### src/logic/cmrc_defines.svh
// offsets, fields, reset values and timing counts of the clock and mode controller
`ifndef CMRC_DEFINES_SVH
`define CMRC_DEFINES_SVH

`define CMRC_AXI_AW 16
`define CMRC_IDX_W 14
// register indices; byte address is four times the index
`define CMRC_MODE_IDX 14'h00ca
`define CMRC_CFG_IDX 14'h00cb
`define CMRC_STAT_IDX 14'h00cc

`define CMRC_HIGH_OSC_STOP_BIT 1
`define CMRC_CLOCK_SOURCE_SELECT_BIT 2
`define CMRC_CPUM_LO 3
`define CMRC_CPUM_HI 4
`define CMRC_MODE_RST 4'h0

`define CMRC_CPUM_NORMAL 2'h0
`define CMRC_CPUM_SLEEP 2'h1
`define CMRC_CPUM_GREEN 2'h2

`define CMRC_CFG_NSEL_LO 0
`define CMRC_CFG_NSEL_HI 1
`define CMRC_CFG_NF_BIT 2
`define CMRC_CFG_RST_BIT 3
`define CMRC_CFG_WDT_BIT 4

`define CMRC_RESP_OKAY 2'h0
`define CMRC_RESP_SLVERR 2'h2

`define CMRC_CLK_PS 4000
`define CMRC_HIGH_CLOCK_OPTION_KHZ 6000
`define CMRC_LOSC_KHZ 32
`define CMRC_HIGH_CLOCK_OPTION_CYC (1000000000 / (`CMRC_HIGH_CLOCK_OPTION_KHZ * `CMRC_CLK_PS))
`define CMRC_LOSC_CYC (1000000000 / (`CMRC_LOSC_KHZ * `CMRC_CLK_PS))
`define CMRC_WAKE_TICKS 2048
`define CMRC_WARM_TICKS 2048
`define CMRC_LOW_DIV 2'h3

`endif

### src/logic/cmrc_pkg.sv
// types of the clock and mode controller
package cmrc_pkg;

  typedef enum logic [4:0] {
    ST_HOLD = 5'h01,
    ST_INIT = 5'h02,
    ST_WARM = 5'h04,
    ST_RUN = 5'h08,
    ST_WAKE = 5'h10
  } cmrc_state_t;

  typedef struct packed {
    logic [1:0] cpu_operating_mode;
    logic clock_source_select;
    logic high_osc_stop;
  } cmrc_mode_t;

  typedef struct packed {
    logic wdt_en;
    logic rst_pin_en;
    logic noise_filter;
    logic [1:0] fcpu_nsel;
  } cmrc_cfg_t;

  typedef struct packed {
    logic sys_reset_n;
    logic fetch_start;
    logic cpu_run;
    logic fcpu_tick;
    logic wdt_tick;
    logic high_osc_en;
    logic low_osc_en;
    logic sys_clk_src;
  } cmrc_clk_out_t;

  typedef struct packed {
    cmrc_state_t st;
    cmrc_mode_t mode;
    cmrc_cfg_t cfg;
    logic pin_s1;
    logic pin_s2;
    logic wk_s1;
    logic wk_s2;
    logic [12:0] hcnt;
    logic [12:0] lcnt;
    logic [1:0] fcnt;
    logic [12:0] wcnt;
    cmrc_clk_out_t o;
    logic awready;
    logic wready;
    logic bvalid;
    logic [1:0] bresp;
    logic arready;
    logic rvalid;
    logic [1:0] rresp;
    logic [31:0] rdata;
    logic aw_got;
    logic w_got;
    logic [13:0] widx;
    logic [7:0] wdat;
    logic wstb;
  } cmrc_regs_t;

endpackage : cmrc_pkg

### src/logic/cmrc_top.sv
// clock source, cpu mode and external reset sequencing with axi4-lite registers
`timescale 1ns/1ps
`default_nettype none
`include "cmrc_defines.svh"

module cmrc_top #(
  parameter int HIGH_CLOCK_OPTION_DIV = `CMRC_HIGH_CLOCK_OPTION_CYC,
  parameter int LOSC_DIV = `CMRC_LOSC_CYC,
  parameter int WAKE_TICKS = `CMRC_WAKE_TICKS,
  parameter int WARM_TICKS = `CMRC_WARM_TICKS,
  parameter logic [1:0] FCPU_NSEL = 2'h3,
  parameter logic NOISE_FILTER = 1'b0,
  parameter logic RESET_PIN_EN = 1'b1,
  parameter logic WDT_EN = 1'b1
) (
  input wire logic aclk,
  input wire logic aresetn,
  input wire logic [`CMRC_AXI_AW-1:0] awaddr,
  input wire logic [2:0] awprot,
  input wire logic awvalid,
  output logic awready,
  input wire logic [31:0] wdata,
  input wire logic [3:0] wstrb,
  input wire logic wvalid,
  output logic wready,
  output logic [1:0] bresp,
  output logic bvalid,
  input wire logic bready,
  input wire logic [`CMRC_AXI_AW-1:0] araddr,
  input wire logic [2:0] arprot,
  input wire logic arvalid,
  output logic arready,
  output logic [31:0] rdata,
  output logic [1:0] rresp,
  output logic rvalid,
  input wire logic rready,
  input wire logic ext_reset_pin_n,
  input wire logic wake_pin,
  output cmrc_pkg::cmrc_clk_out_t clk_out
);

  ////////////////////////////////////////////////////////////////////////////
  // helpers

  // free divider: wraps at lim-1, holds while disabled
  function automatic logic [12:0] div_step(
    input logic [12:0] cnt,
    input logic [12:0] lim,
    input logic en
  );
    logic [12:0] r;
    r = cnt;
    if (en)
    begin
      if (cnt >= lim - 13'h0001)
        r = 13'h0000;
      else
        r = cnt + 13'h0001;
    end
    return r;
  endfunction : div_step

  // 0 mode, 1 cfg, 2 status, 3 unmapped
  function automatic logic [1:0] reg_sel(input logic [`CMRC_IDX_W-1:0] idx);
    logic [1:0] r;
    r = 2'h3;
    if (idx == `CMRC_MODE_IDX)
      r = 2'h0;
    else if (idx == `CMRC_CFG_IDX)
      r = 2'h1;
    else if (idx == `CMRC_STAT_IDX)
      r = 2'h2;
    return r;
  endfunction : reg_sel

  localparam logic [12:0] HLIM = 13'(HIGH_CLOCK_OPTION_DIV);
  localparam logic [12:0] LLIM = 13'(LOSC_DIV);
  localparam logic [12:0] WAKE_LIM = 13'(WAKE_TICKS);
  localparam logic [12:0] WARM_LIM = 13'(WARM_TICKS);

  cmrc_pkg::cmrc_regs_t s;
  cmrc_pkg::cmrc_regs_t next_s;

  logic sleep;
  logic green;
  logic executing;
  logic hi_tick;
  logic lo_tick;
  logic src_tick;
  logic new_tick;
  logic [1:0] div_lim;
  logic [1:0] rsel;
  logic [1:0] wsel;
  logic [31:0] rval;

  ////////////////////////////////////////////////////////////////////////////
  // next state

  always_comb
  begin
    next_s = s;
    next_s.o.fetch_start = 1'b0;
    next_s.o.fcpu_tick = 1'b0;
    next_s.o.wdt_tick = 1'b0;
    rval = 32'h0000_0000;
    // pin synchronisers
    next_s.pin_s1 = ext_reset_pin_n;
    next_s.pin_s2 = s.pin_s1;
    next_s.wk_s1 = wake_pin;
    next_s.wk_s2 = s.wk_s1;

    sleep = (s.st == cmrc_pkg::ST_RUN) &&
      (s.mode.cpu_operating_mode == `CMRC_CPUM_SLEEP);
    green = (s.st == cmrc_pkg::ST_RUN) &&
      (s.mode.cpu_operating_mode == `CMRC_CPUM_GREEN);
    // reserved code 11 runs as normal
    executing = (s.st == cmrc_pkg::ST_RUN) && !sleep && !green;

    // internal rc oscillators modelled as tick dividers of aclk
    hi_tick = s.o.high_osc_en && (s.hcnt == HLIM - 13'h0001);
    lo_tick = s.o.low_osc_en && (s.lcnt == LLIM - 13'h0001);
    next_s.hcnt = div_step(s.hcnt, HLIM, s.o.high_osc_en);
    next_s.lcnt = div_step(s.lcnt, LLIM, s.o.low_osc_en);
    next_s.o.wdt_tick = lo_tick;

    ////////////////////////////////////////////////////////////////////////
    // instruction clock

    src_tick = s.o.sys_clk_src ? lo_tick : hi_tick;
    new_tick = s.mode.clock_source_select ? lo_tick : hi_tick;
    if (s.o.sys_clk_src || s.cfg.noise_filter)
      div_lim = `CMRC_LOW_DIV;
    else
      div_lim = s.cfg.fcpu_nsel;
    if (s.mode.clock_source_select != s.o.sys_clk_src)
    begin
      // hand over only on an edge of the new source, period restarts
      if (new_tick)
      begin
        next_s.o.sys_clk_src = s.mode.clock_source_select;
        next_s.fcnt = 2'h0;
      end
    end
    else if (src_tick)
    begin
      if (s.fcnt >= div_lim)
      begin
        next_s.fcnt = 2'h0;
        next_s.o.fcpu_tick = executing;
      end
      else
        next_s.fcnt = s.fcnt + 2'h1;
    end

    ////////////////////////////////////////////////////////////////////////
    // axi4-lite write

    if (s.bvalid && bready)
      next_s.bvalid = 1'b0;
    if (awvalid && s.awready)
    begin
      next_s.aw_got = 1'b1;
      next_s.widx = awaddr[`CMRC_AXI_AW-1:2];
    end
    if (wvalid && s.wready)
    begin
      next_s.w_got = 1'b1;
      next_s.wdat = wdata[7:0];
      next_s.wstb = wstrb[0];
    end
    wsel = reg_sel(next_s.widx);
    if (next_s.aw_got && next_s.w_got)
    begin
      next_s.aw_got = 1'b0;
      next_s.w_got = 1'b0;
      next_s.bvalid = 1'b1;
      next_s.bresp = `CMRC_RESP_OKAY;
      if (wsel == 2'h0)
      begin
        if (next_s.wstb)
          next_s.mode = next_s.wdat[`CMRC_CPUM_HI:`CMRC_HIGH_OSC_STOP_BIT];
      end
      else if (wsel == 2'h1)
      begin
        if (next_s.wstb)
          next_s.cfg = next_s.wdat[`CMRC_CFG_WDT_BIT:`CMRC_CFG_NSEL_LO];
      end
      else if (wsel == 2'h3)
        next_s.bresp = `CMRC_RESP_SLVERR;
    end
    next_s.awready = !next_s.aw_got && !next_s.bvalid;
    next_s.wready = !next_s.w_got && !next_s.bvalid;

    ////////////////////////////////////////////////////////////////////////
    // axi4-lite read

    if (s.rvalid && rready)
      next_s.rvalid = 1'b0;
    rsel = reg_sel(araddr[`CMRC_AXI_AW-1:2]);
    if (rsel == 2'h0)
      rval = {27'h0000000, s.mode, 1'b0};
    else if (rsel == 2'h1)
      rval = {27'h0000000, s.cfg};
    else if (rsel == 2'h2)
      rval = {23'h000000, executing, s.o.sys_clk_src, s.o.low_osc_en,
        s.o.high_osc_en, s.st};
    if (arvalid && s.arready)
    begin
      next_s.rvalid = 1'b1;
      next_s.rdata = rval;
      next_s.rresp = (rsel == 2'h3) ? `CMRC_RESP_SLVERR : `CMRC_RESP_OKAY;
    end
    next_s.arready = !next_s.rvalid;

    ////////////////////////////////////////////////////////////////////////
    // reset sequence and wakeup; hardware updates win over software writes

    case (s.st)
      cmrc_pkg::ST_HOLD:
      begin
        // stay while pin low and the reset function is on
        if (s.pin_s2 || !s.cfg.rst_pin_en)
          next_s.st = cmrc_pkg::ST_INIT;
      end
      cmrc_pkg::ST_INIT:
      begin
        next_s.mode = `CMRC_MODE_RST;
        next_s.o.sys_clk_src = 1'b0;
        next_s.fcnt = 2'h0;
        next_s.wcnt = 13'h0000;
        next_s.st = cmrc_pkg::ST_WARM;
      end
      cmrc_pkg::ST_WARM:
      begin
        next_s.mode = `CMRC_MODE_RST;
        if (hi_tick)
        begin
          next_s.wcnt = s.wcnt + 13'h0001;
          if (s.wcnt == WARM_LIM - 13'h0001)
          begin
            next_s.st = cmrc_pkg::ST_RUN;
            next_s.o.fetch_start = 1'b1;
          end
        end
      end
      cmrc_pkg::ST_RUN:
      begin
        if (sleep && s.wk_s2)
        begin
          next_s.st = cmrc_pkg::ST_WAKE;
          next_s.wcnt = 13'h0000;
        end
        else if (green && s.wk_s2)
          next_s.mode.cpu_operating_mode = `CMRC_CPUM_NORMAL;
      end
      cmrc_pkg::ST_WAKE:
      begin
        if (hi_tick)
        begin
          next_s.wcnt = s.wcnt + 13'h0001;
          if (s.wcnt == WAKE_LIM - 13'h0001)
          begin
            next_s.st = cmrc_pkg::ST_RUN;
            next_s.mode.cpu_operating_mode = `CMRC_CPUM_NORMAL;
            next_s.mode.clock_source_select = 1'b0;
          end
        end
      end
      default:
        next_s.st = cmrc_pkg::ST_HOLD;
    endcase

    // low pin overrides every phase
    if (s.cfg.rst_pin_en && !s.pin_s2)
    begin
      next_s.st = cmrc_pkg::ST_HOLD;
      next_s.mode = `CMRC_MODE_RST;
      // no instruction tick or fetch may leave alongside a fresh reset
      next_s.o.fcpu_tick = 1'b0;
      next_s.o.fetch_start = 1'b0;
    end

    ////////////////////////////////////////////////////////////////////////
    // oscillator enables and status outputs

    // sleep stops both; while running high also stopped by its bit, low in green on the low source with the watchdog off
    next_s.o.high_osc_en = !(next_s.st == cmrc_pkg::ST_RUN &&
      (next_s.mode.cpu_operating_mode == `CMRC_CPUM_SLEEP ||
       next_s.mode.high_osc_stop));
    next_s.o.low_osc_en = !(next_s.st == cmrc_pkg::ST_RUN &&
      (next_s.mode.cpu_operating_mode == `CMRC_CPUM_SLEEP ||
       (next_s.mode.cpu_operating_mode == `CMRC_CPUM_GREEN &&
        next_s.mode.clock_source_select && !next_s.cfg.wdt_en)));
    next_s.o.sys_reset_n = (next_s.st == cmrc_pkg::ST_RUN) ||
      (next_s.st == cmrc_pkg::ST_WAKE);
    next_s.o.cpu_run = (next_s.st == cmrc_pkg::ST_RUN) &&
      (next_s.mode.cpu_operating_mode[0] == next_s.mode.cpu_operating_mode[1]);
  end

  ////////////////////////////////////////////////////////////////////////////
  // state register

  always_ff @(posedge aclk)
  begin
    if (!aresetn)
    begin
      s <= '0;
      s.st <= cmrc_pkg::ST_HOLD;
      s.cfg.fcpu_nsel <= FCPU_NSEL;
      s.cfg.noise_filter <= NOISE_FILTER;
      s.cfg.rst_pin_en <= RESET_PIN_EN;
      s.cfg.wdt_en <= WDT_EN;
      s.o.high_osc_en <= 1'b1;
      s.o.low_osc_en <= 1'b1;
    end
    else
      s <= next_s;
  end

  assign awready = s.awready;
  assign wready = s.wready;
  assign bvalid = s.bvalid;
  assign bresp = s.bresp;
  assign arready = s.arready;
  assign rvalid = s.rvalid;
  assign rresp = s.rresp;
  assign rdata = s.rdata;
  assign clk_out = s.o;

endmodule : cmrc_top

`default_nettype wire

### config.mk
export PLATFORM = sky130hd
export DESIGN_NAME = cmrc_top
export DESIGN_NICKNAME = d
export VERILOG_FILES = /design/src/logic/cmrc_pkg.sv /design/src/logic/cmrc_top.sv
export VERILOG_INCLUDE_DIRS = /design/src /design/src/logic
export SDC_FILE = /design/constraint.sdc
export NUM_CORES = 1
export LEC_CHECK = 0
export BUFFER_PORTS_ARGS = -buffer_cell sky130_fd_sc_hd__buf_2
export CELL_PAD_IN_SITES_DETAIL_PLACEMENT = 1
export CELL_PAD_IN_SITES_GLOBAL_PLACEMENT = 2
export CORE_UTILIZATION = 35
export CTS_BUF_LIST = sky130_fd_sc_hd__clkbuf_8
export DETAILED_ROUTE_END_ITERATION = 12
export GPL_ROUTABILITY_DRIVEN = 0
export GPL_TIMING_DRIVEN = 1
export PLACE_DENSITY = 0.9
export SYNTH_ARGS = -nofsm -noshare
export SYNTH_HDL_FRONTEND = slang
export SYNTH_SLANG_ARGS = --single-unit
### constraint.sdc
create_clock -name aclk -period 4.7 [get_ports aclk]
set_clock_uncertainty 0.05 [all_clocks]
set_input_delay 0 -clock aclk [delete_from_list [all_inputs] [get_ports aclk]]
set_output_delay 0 -clock aclk [all_outputs]
set_load 0.05 [all_outputs]
==> qor.yml, run 1 <==
floorplan:
  die_w_um: 123
  pin_count: 132
  row_count: 43
  die_y_um: 123
  coreArea_um2: 14100
  dieArea_um2: 15100
  start_util_pct: 36.4
power:
  combPwrFrac_pct: 10.5
  power.leakage_nw: 2.32
  p_sw_mw: 0.462
  power_switching_share_pct: 25.7
  ir_worst_vdd_mv: 0.134
  p_int_mw: 1.34
  powerDensity_nw_per_um2: 308
  seq_power_share_pct: 51.5
  clkPwrFrac_pct: 38.0
grt:
  grt_pass1_wl_um: 19300
  track_usage_pct: 16.4
  antenna_found_initial: 0
  grt-ovfl-total: 0
  grt_max_degree: 34
  grt_pass1_vias: 4096
setup_path:
  cp_data_required_time_ps: 4930
  critical_path_buf_inv_count: 0
  cp.arrival_ps: 3180
  critPathSlowestCell: "a2111oi_4"
  criticalPathCategory: "flop to flop"
  crit_top_cell: "and2_1"
  r2r-start: "awready"
  worstSetupStartpointType: "flop"
  max_stage_delay_ps: 600
  cp_max_fo: 18
  critPathCaptureType: "flop"
  r2r-end: "clk_out[5]"
  crit_chain: "and2_1 > nand4_2 > a2111oi_4 > mux2_1 > and2_1 > ha_1 > and2_1"
  rrSetupSlack_ps: 1750
  cp_top_family: "simple AND/OR/NAND/NOR gates"
  reg2regPathDepth: 7
route:
  wl_per_cell_um: 14.6
  wl_um: 12100
  drc_errors: 0
  ant_nets: 0
  vias: 4207
  drt_iter0_drc: 181
  vias_per_cell: 5.04
  firstDrtPassIters: 4
cells_and_area:
  num_antenna_cells: 0
  area_growth_pct: 14.0
  nets: 740
  drive_gt1_share_pct: 16.1
  fin_area_um2: 5840
clocking:
  cts_sinks: 105
  clkLatencyLatePin_ps: 400
  clk_pin_slew_worst_paths_ps: 100
  cts_tree: "built"
  clockBufferDepth: 2
  cts_buffers: 9
  htreeDepth: 3
  post-cts-setup-buffer-count: 0
  cts_resized: 0
  root_buffer: "clkbuf_8"
  postCtsHoldBufs: 26
sta:
  fin_crit_ps: 2950
  period_share_pct: 62.7
  worstMarginPinSlew_ps: 1050
  hold_viol_final: 0
  slew_viol_final: 0
  fmax_mhz: 339
  setup_viol: 0
  rsz0062_at_grt: "false"
  slew_headroom_pct: 29.9
  tns_ps: 0
synth:
  synth_area_leaders: "dfxtp_1 (41%), buf_4 (6.7%), nand2_1 (5.1%)"
  synth_cell_types: 66
  yosys_warnings: 0
  yosysSeqAreaShare_pct: 41.0
  postSynthCellCount: 589
  synth_top_area_share_pct: 41.0
  avgSynthCellArea_um2: 8.70
  async_reset_ff_share_pct: 0
  yosysTopAreaCell: "dfxtp_1"
  ys_ff_latch: 105
  synth-main-ff-cell: "dfxtp_1"
  synth_area_um2: 5120
  synth_edf_count: 0
place:
  hpwl_um: 8800
  portBuffers: 66
  dpl_cell_area_um2: 5340
hold_path:
  hold_class: "input port to flop"
  whs_endpoint: "rdata[0]"
  whs_path_depth: 3
  min_from: "araddr[2]"
run:
  maxCapViolations: 0
outcome:
  status: "complete, no violations"
## power by group through the flow
stage                     sequential, mW  clock (mW)  combinational, mW
after floorplan                    0.954           0              0.137
after global placement             0.945           0              0.167
after detailed placement           0.947           0              0.172
after CTS                          0.926       0.703              0.189
after global routing               0.930       0.739              0.203
final                              0.926       0.683              0.188
## worst reg2reg max path: cells and delay by family, from the launching register on
kind	cells	cell delay, ps
DFF	1	370
muxes	1	410
adders and majority gates	1	260
and+or+nand+nor	4	1150
AOI/OAI and AO/OA	1	600
## sequential cells by signal, indices dropped and copies added (netlist names)
name / cells
s: 79
rdata: 9
clk_out: 8
next_s: 2
arready: 1
awready: 1
bresp: 1
bvalid: 1
rresp: 1
rvalid: 1
wready: 1
## layout by cell type, fill, tap and decap left out, types with 9 or more instances in the layout
cell type,instances
clkbuf_8,10
nor3_1,9
buf_2,66
and3_1,15
nand2b_1,10
nor2_1,60
xor2_1,16
xnor2_1,14
a21oi_1,44
nand3_1,16
nand4_1,10
dlygate4sd3_1,26
inv_1,12
mux2i_1,9
nand2_1,69
and2_1,17
conb_1,25
dfxtp_1,105
## worst max-delay path by stage
stage	depth (start not counted)	slack, ps	to	start
5_1_grt	9	1450	clk_out[1]	awready
4_1_cts	7	1700	clk_out[5]	awready
2_1_floorplan	8	1980	clk_out[5]	awready
3_5_place_dp	7	1720	clk_out[5]	awready
6_report	7	1750	clk_out[5]	awready
3_3_place_gp	7	1780	clk_out[5]	awready
## area by class of cell
class	count	area, um^2
multi-input combinational	430	2640
sequential	105	2100
fill	1687	8250
inverter	11	41.3
clock inverter	6	106
clock buffer	10	138
timing repair buffer	92	591
tap	180	225
## layer usage
metal,routed length (um),vias up,part of all wire (%),track usage [%]
met5,0,-,0,0
met4,231,0,1.9,6.40
met3,377,15,3.1,3.51
met2,6010,69,49,28.6
met1,5530,2031,46,19.5
li1,-,2092,-,-
## metrics by stage
step                utilization [%]  hold slack [ps]  worst slack [ps]  total power, mW  std cells
finish                         41.5             67.3              1750             1.80        834
global route                   41.5             79.7              1450             1.87        834
CTS                            41.5             45.3              1700             1.82        834
detailed placement             37.9              201              1720             1.12        792
global placement               37.9              203              1780             1.11        792
floorplan                         -             77.3              1980             1.09        613
## Yosys cell counts (3+ instances only)
master      n
nand4_1    10
o211ai_1    5
mux2_2      6
and2_1     17
or4_1       6
nor4_1      5
dfxtp_1   105
nand2_1    69
nand2b_1   10
buf_4      46
nand3b_1    4
o21ai_0     8
or3_1       5
nor2b_1     5
o31ai_1     6
xnor2_1    14
ha_1        8
nor3_1      9
mux2i_1     9
inv_1      11
clkbuf_1   15
and3_1     15
xor2_1     16
a22o_1      4
nor4_2      3
nor2_1     60
buf_2       4
a21oi_1    44
nand3_1    16
## kinds of logic (layout without fill, tap and decap cells)
| logic type | Yosys count | after routing | synth area share, % |
|---|---|---|---|
| flops | 105 | 105 | 41.0 |
| xor+xnor | 30 | 30 | 5.13 |
| other cells | 1 | 25 | 0.0732 |
| compound gates | 91 | 91 | 11.9 |
| buf+inv | 78 | 119 | 9.33 |
| mux | 17 | 17 | 3.52 |
| fa+ha+maj | 8 | 8 | 1.95 |
| simple gates | 259 | 259 | 27.1 |
Note: power is estimated with default switching activity, not from simulation.
==> run 2: changes to the inputs <==
CORE_UTILIZATION = 29   (was 35)
PLACE_DENSITY = 0.8   (was 0.9)
clock period = 2.4 ns   (was 4.7 ns; I/O delays follow)
==> run 2 against run 1 <==
The flow now finishes with violations (setup timing). Critical path type unchanged. Design area is 10% higher. Clock power is 68% higher. Combinational power rose by 120%. Non-clock buffer count up 58. Largest cell class unchanged. Count of clock-buffer cells in the layout down 1. Global-route usage is 0.71 points lower. Critical path depth grew 4. Largest power group unchanged.
==> qor.yml, run 2 (same netlist as run 1, synthesis figures left out) <==
route:
  wl_per_cell_um: 14.9  # +2.0%
  drc_errors: 0  # unchanged
  firstDrtPassIters: 4  # unchanged
  vias: 4503  # +7.0%
  wl_um: 13900  # +15%
  drt_iter0_drc: 194  # +7.2%
  vias_per_cell: 4.80  # -4.8%
  ant_nets: 0  # unchanged
place:
  post-place-cells: 889  # +12%
  hpwl_um: 10300  # +17%
  portBuffers: 66  # unchanged
floorplan:
  die_w_um: 135  # +9.7%
  coreArea_um2: 17300  # +23%
  dieArea_um2: 18200  # +20%
  row_count: 48  # +12%
  pin_count: 132  # unchanged
  start_util_pct: 29.6  # -6.7 points
  die_y_um: 135  # +9.7%
grt:
  track_usage_pct: 15.7  # -0.71 points
  grt_pass1_vias: 4663  # +14%
  grt-ovfl-total: 0  # unchanged
  antenna_found_initial: 0  # unchanged
  grt_max_degree: 27  # -21%
  grt_pass1_wl_um: 22500  # +17%
setup_path:
  critPathSlowestCell: "dfxtp_2"
  worstSetupStartpointType: "flop"
  cp.arrival_ps: 2650  # -530 ps
  cp_max_fo: 3  # -15
  max_stage_delay_ps: 350  # -250 ps
  critical_path_buf_inv_count: 3  # +3
  cp_data_required_time_ps: 2620  # -2310 ps
  cp_top_family: "simple AND/OR/NAND/NOR gates"
  critPathCaptureType: "flop"
  cp-startpoint: "s[14]"
  criticalPathCategory: "flop to flop"
  r2r-start: "s[14]"
  crit_chain: "nor4bb_4 > nand4_1 > buf_4 > a2111oi_4 > buf_4 > mux2_4 > and2_4 > ha_4 > inv_2 > nor4bb_4 > o21ai_1"
outcome:
  violations: "setup timing"
  status: "finished with violations"
cells_and_area:
  layout.cells.non_filler: 938  # +12%
  area_growth_pct: 25.5
  final_common_cell: "dfxtp_1"
  drive_gt1_share_pct: 26.6  # +11 points
  nets: 799  # +8.0%
  multiInputGateArea_um2: 2770  # +4.7%
  num_antenna_cells: 0  # unchanged
  nFillCells: 2035  # +21%
  final_cell_mix: "dfxtp_1 (97), nand2_1 (67), buf_2 (66), nor2_1 (60), buf_4 (56)"
  top_register: "s"
  regArea_um2: 2110  # +0.60%
  largest_reg_flops: 79  # unchanged
sta:
  fin_crit_ps: 2430  # -512 ps
  fmax_mhz: 411  # +21%
  setup_ws_ps: -34.4  # -1790 ps
  worstMarginPinSlew_ps: 890  # -161 ps
  hold_viol_final: 0  # unchanged
  slew_viol_final: 0  # unchanged
  setup_viol: 1  # +1
  period_share_pct: 101  # +39 points
  slew_headroom_pct: 40.6  # +11 points
  rsz0062_at_grt: "true"
  tns_ps: -34.4  # -34.4 ps
clocking:
  htreeDepth: 3  # unchanged
  clkLatencyLatePin_ps: 390  # about the same
  cts_buffers: 9  # unchanged
  clk_pin_slew_worst_paths_ps: 110  # about the same
  cts_sinks: 105  # unchanged
  clockBufferDepth: 2  # unchanged
  cts_tree: "built"
  root_buffer: "clkbuf_8"
run:
  maxCapViolations: 0  # unchanged
power:
  powerDensity_nw_per_um2: 525  # +71%
  power.leakage_nw: 2.62  # +13%
  ir_worst_vdd_mv: 0.247  # +85%
hold_path:
  min_from: "araddr[2]"
  hold_class: "input port to flop"
[run 2: cell type report]
cell class | count | area share, %
clock inverters | 7 | 1.11
clock buffers | 9 | 1.93
flip-flops and latches | 105 | 32.9
well taps | 225 | 4.38
inverters | 11 | 0.642
multi-input cells | 431 | 43.0
repair buffers | 150 | 16.1
[run 2: timing repair]
action                                  CTS  global route
hold buffers                             27             0
cloned                                    0             1
pin swaps                                 8            13
buffers inserted                          5             0
endpoints found under the setup margin    3            10
endpoints found under the hold margin    37             0
resized for setup                        19            11
[run 2: final timing paths]
check / endpoint / slack [ps] / cells after the start
hold reg to reg: s[115] / 400 / 1
setup / recovery: clk_out[1] / -30 / 11
hold / removal: rdata[0] / 50 / 3
setup reg to reg: clk_out[1] / -30 / 11
[run 2: routing by layer]
layer / up-vias / global-route usage (%) / part of all wire, %
li1: 2219 / - / -
met1: 2196 / 18.6 / 46
met2: 72 / 28.0 / 50
met3: 16 / 2.59 / 2.6
met4: 0 / 6.24 / 1.8
met5: - / 0 / 0
[run 2: where the power goes]
part           switching (mW)  leakage, nW  internal (mW)  total (mW)
sequential             0.0291        0.855           1.79        1.81
combinational           0.272         1.67          0.141       0.413
clock                   0.665       0.0970          0.483        1.15
total                   0.966         2.62           2.41        3.38
[run 2: worst min-delay path: stages]
cell	delay, ps
buf_2	150
a32oi_1	210
a211oi_1	90
[run 2: stage by stage]
stage / worst slack (ps) / utilization (%) / area [um^2] / hold WS, ps / power, mW
detailed placement: -103 / 33.5 / 5800 / 170 / 2.22
CTS: -27.7 / 36.9 / 6380 / 30.4 / 3.41
global placement: -0.991 / 33.5 / 5800 / 161 / 2.21
global route: -135 / 37.2 / 6430 / 62.2 / 3.52
floorplan: 41.0 / - / 5240 / 77.3 / 2.14
finish: -34.4 / 37.2 / 6430 / 54.3 / 3.38
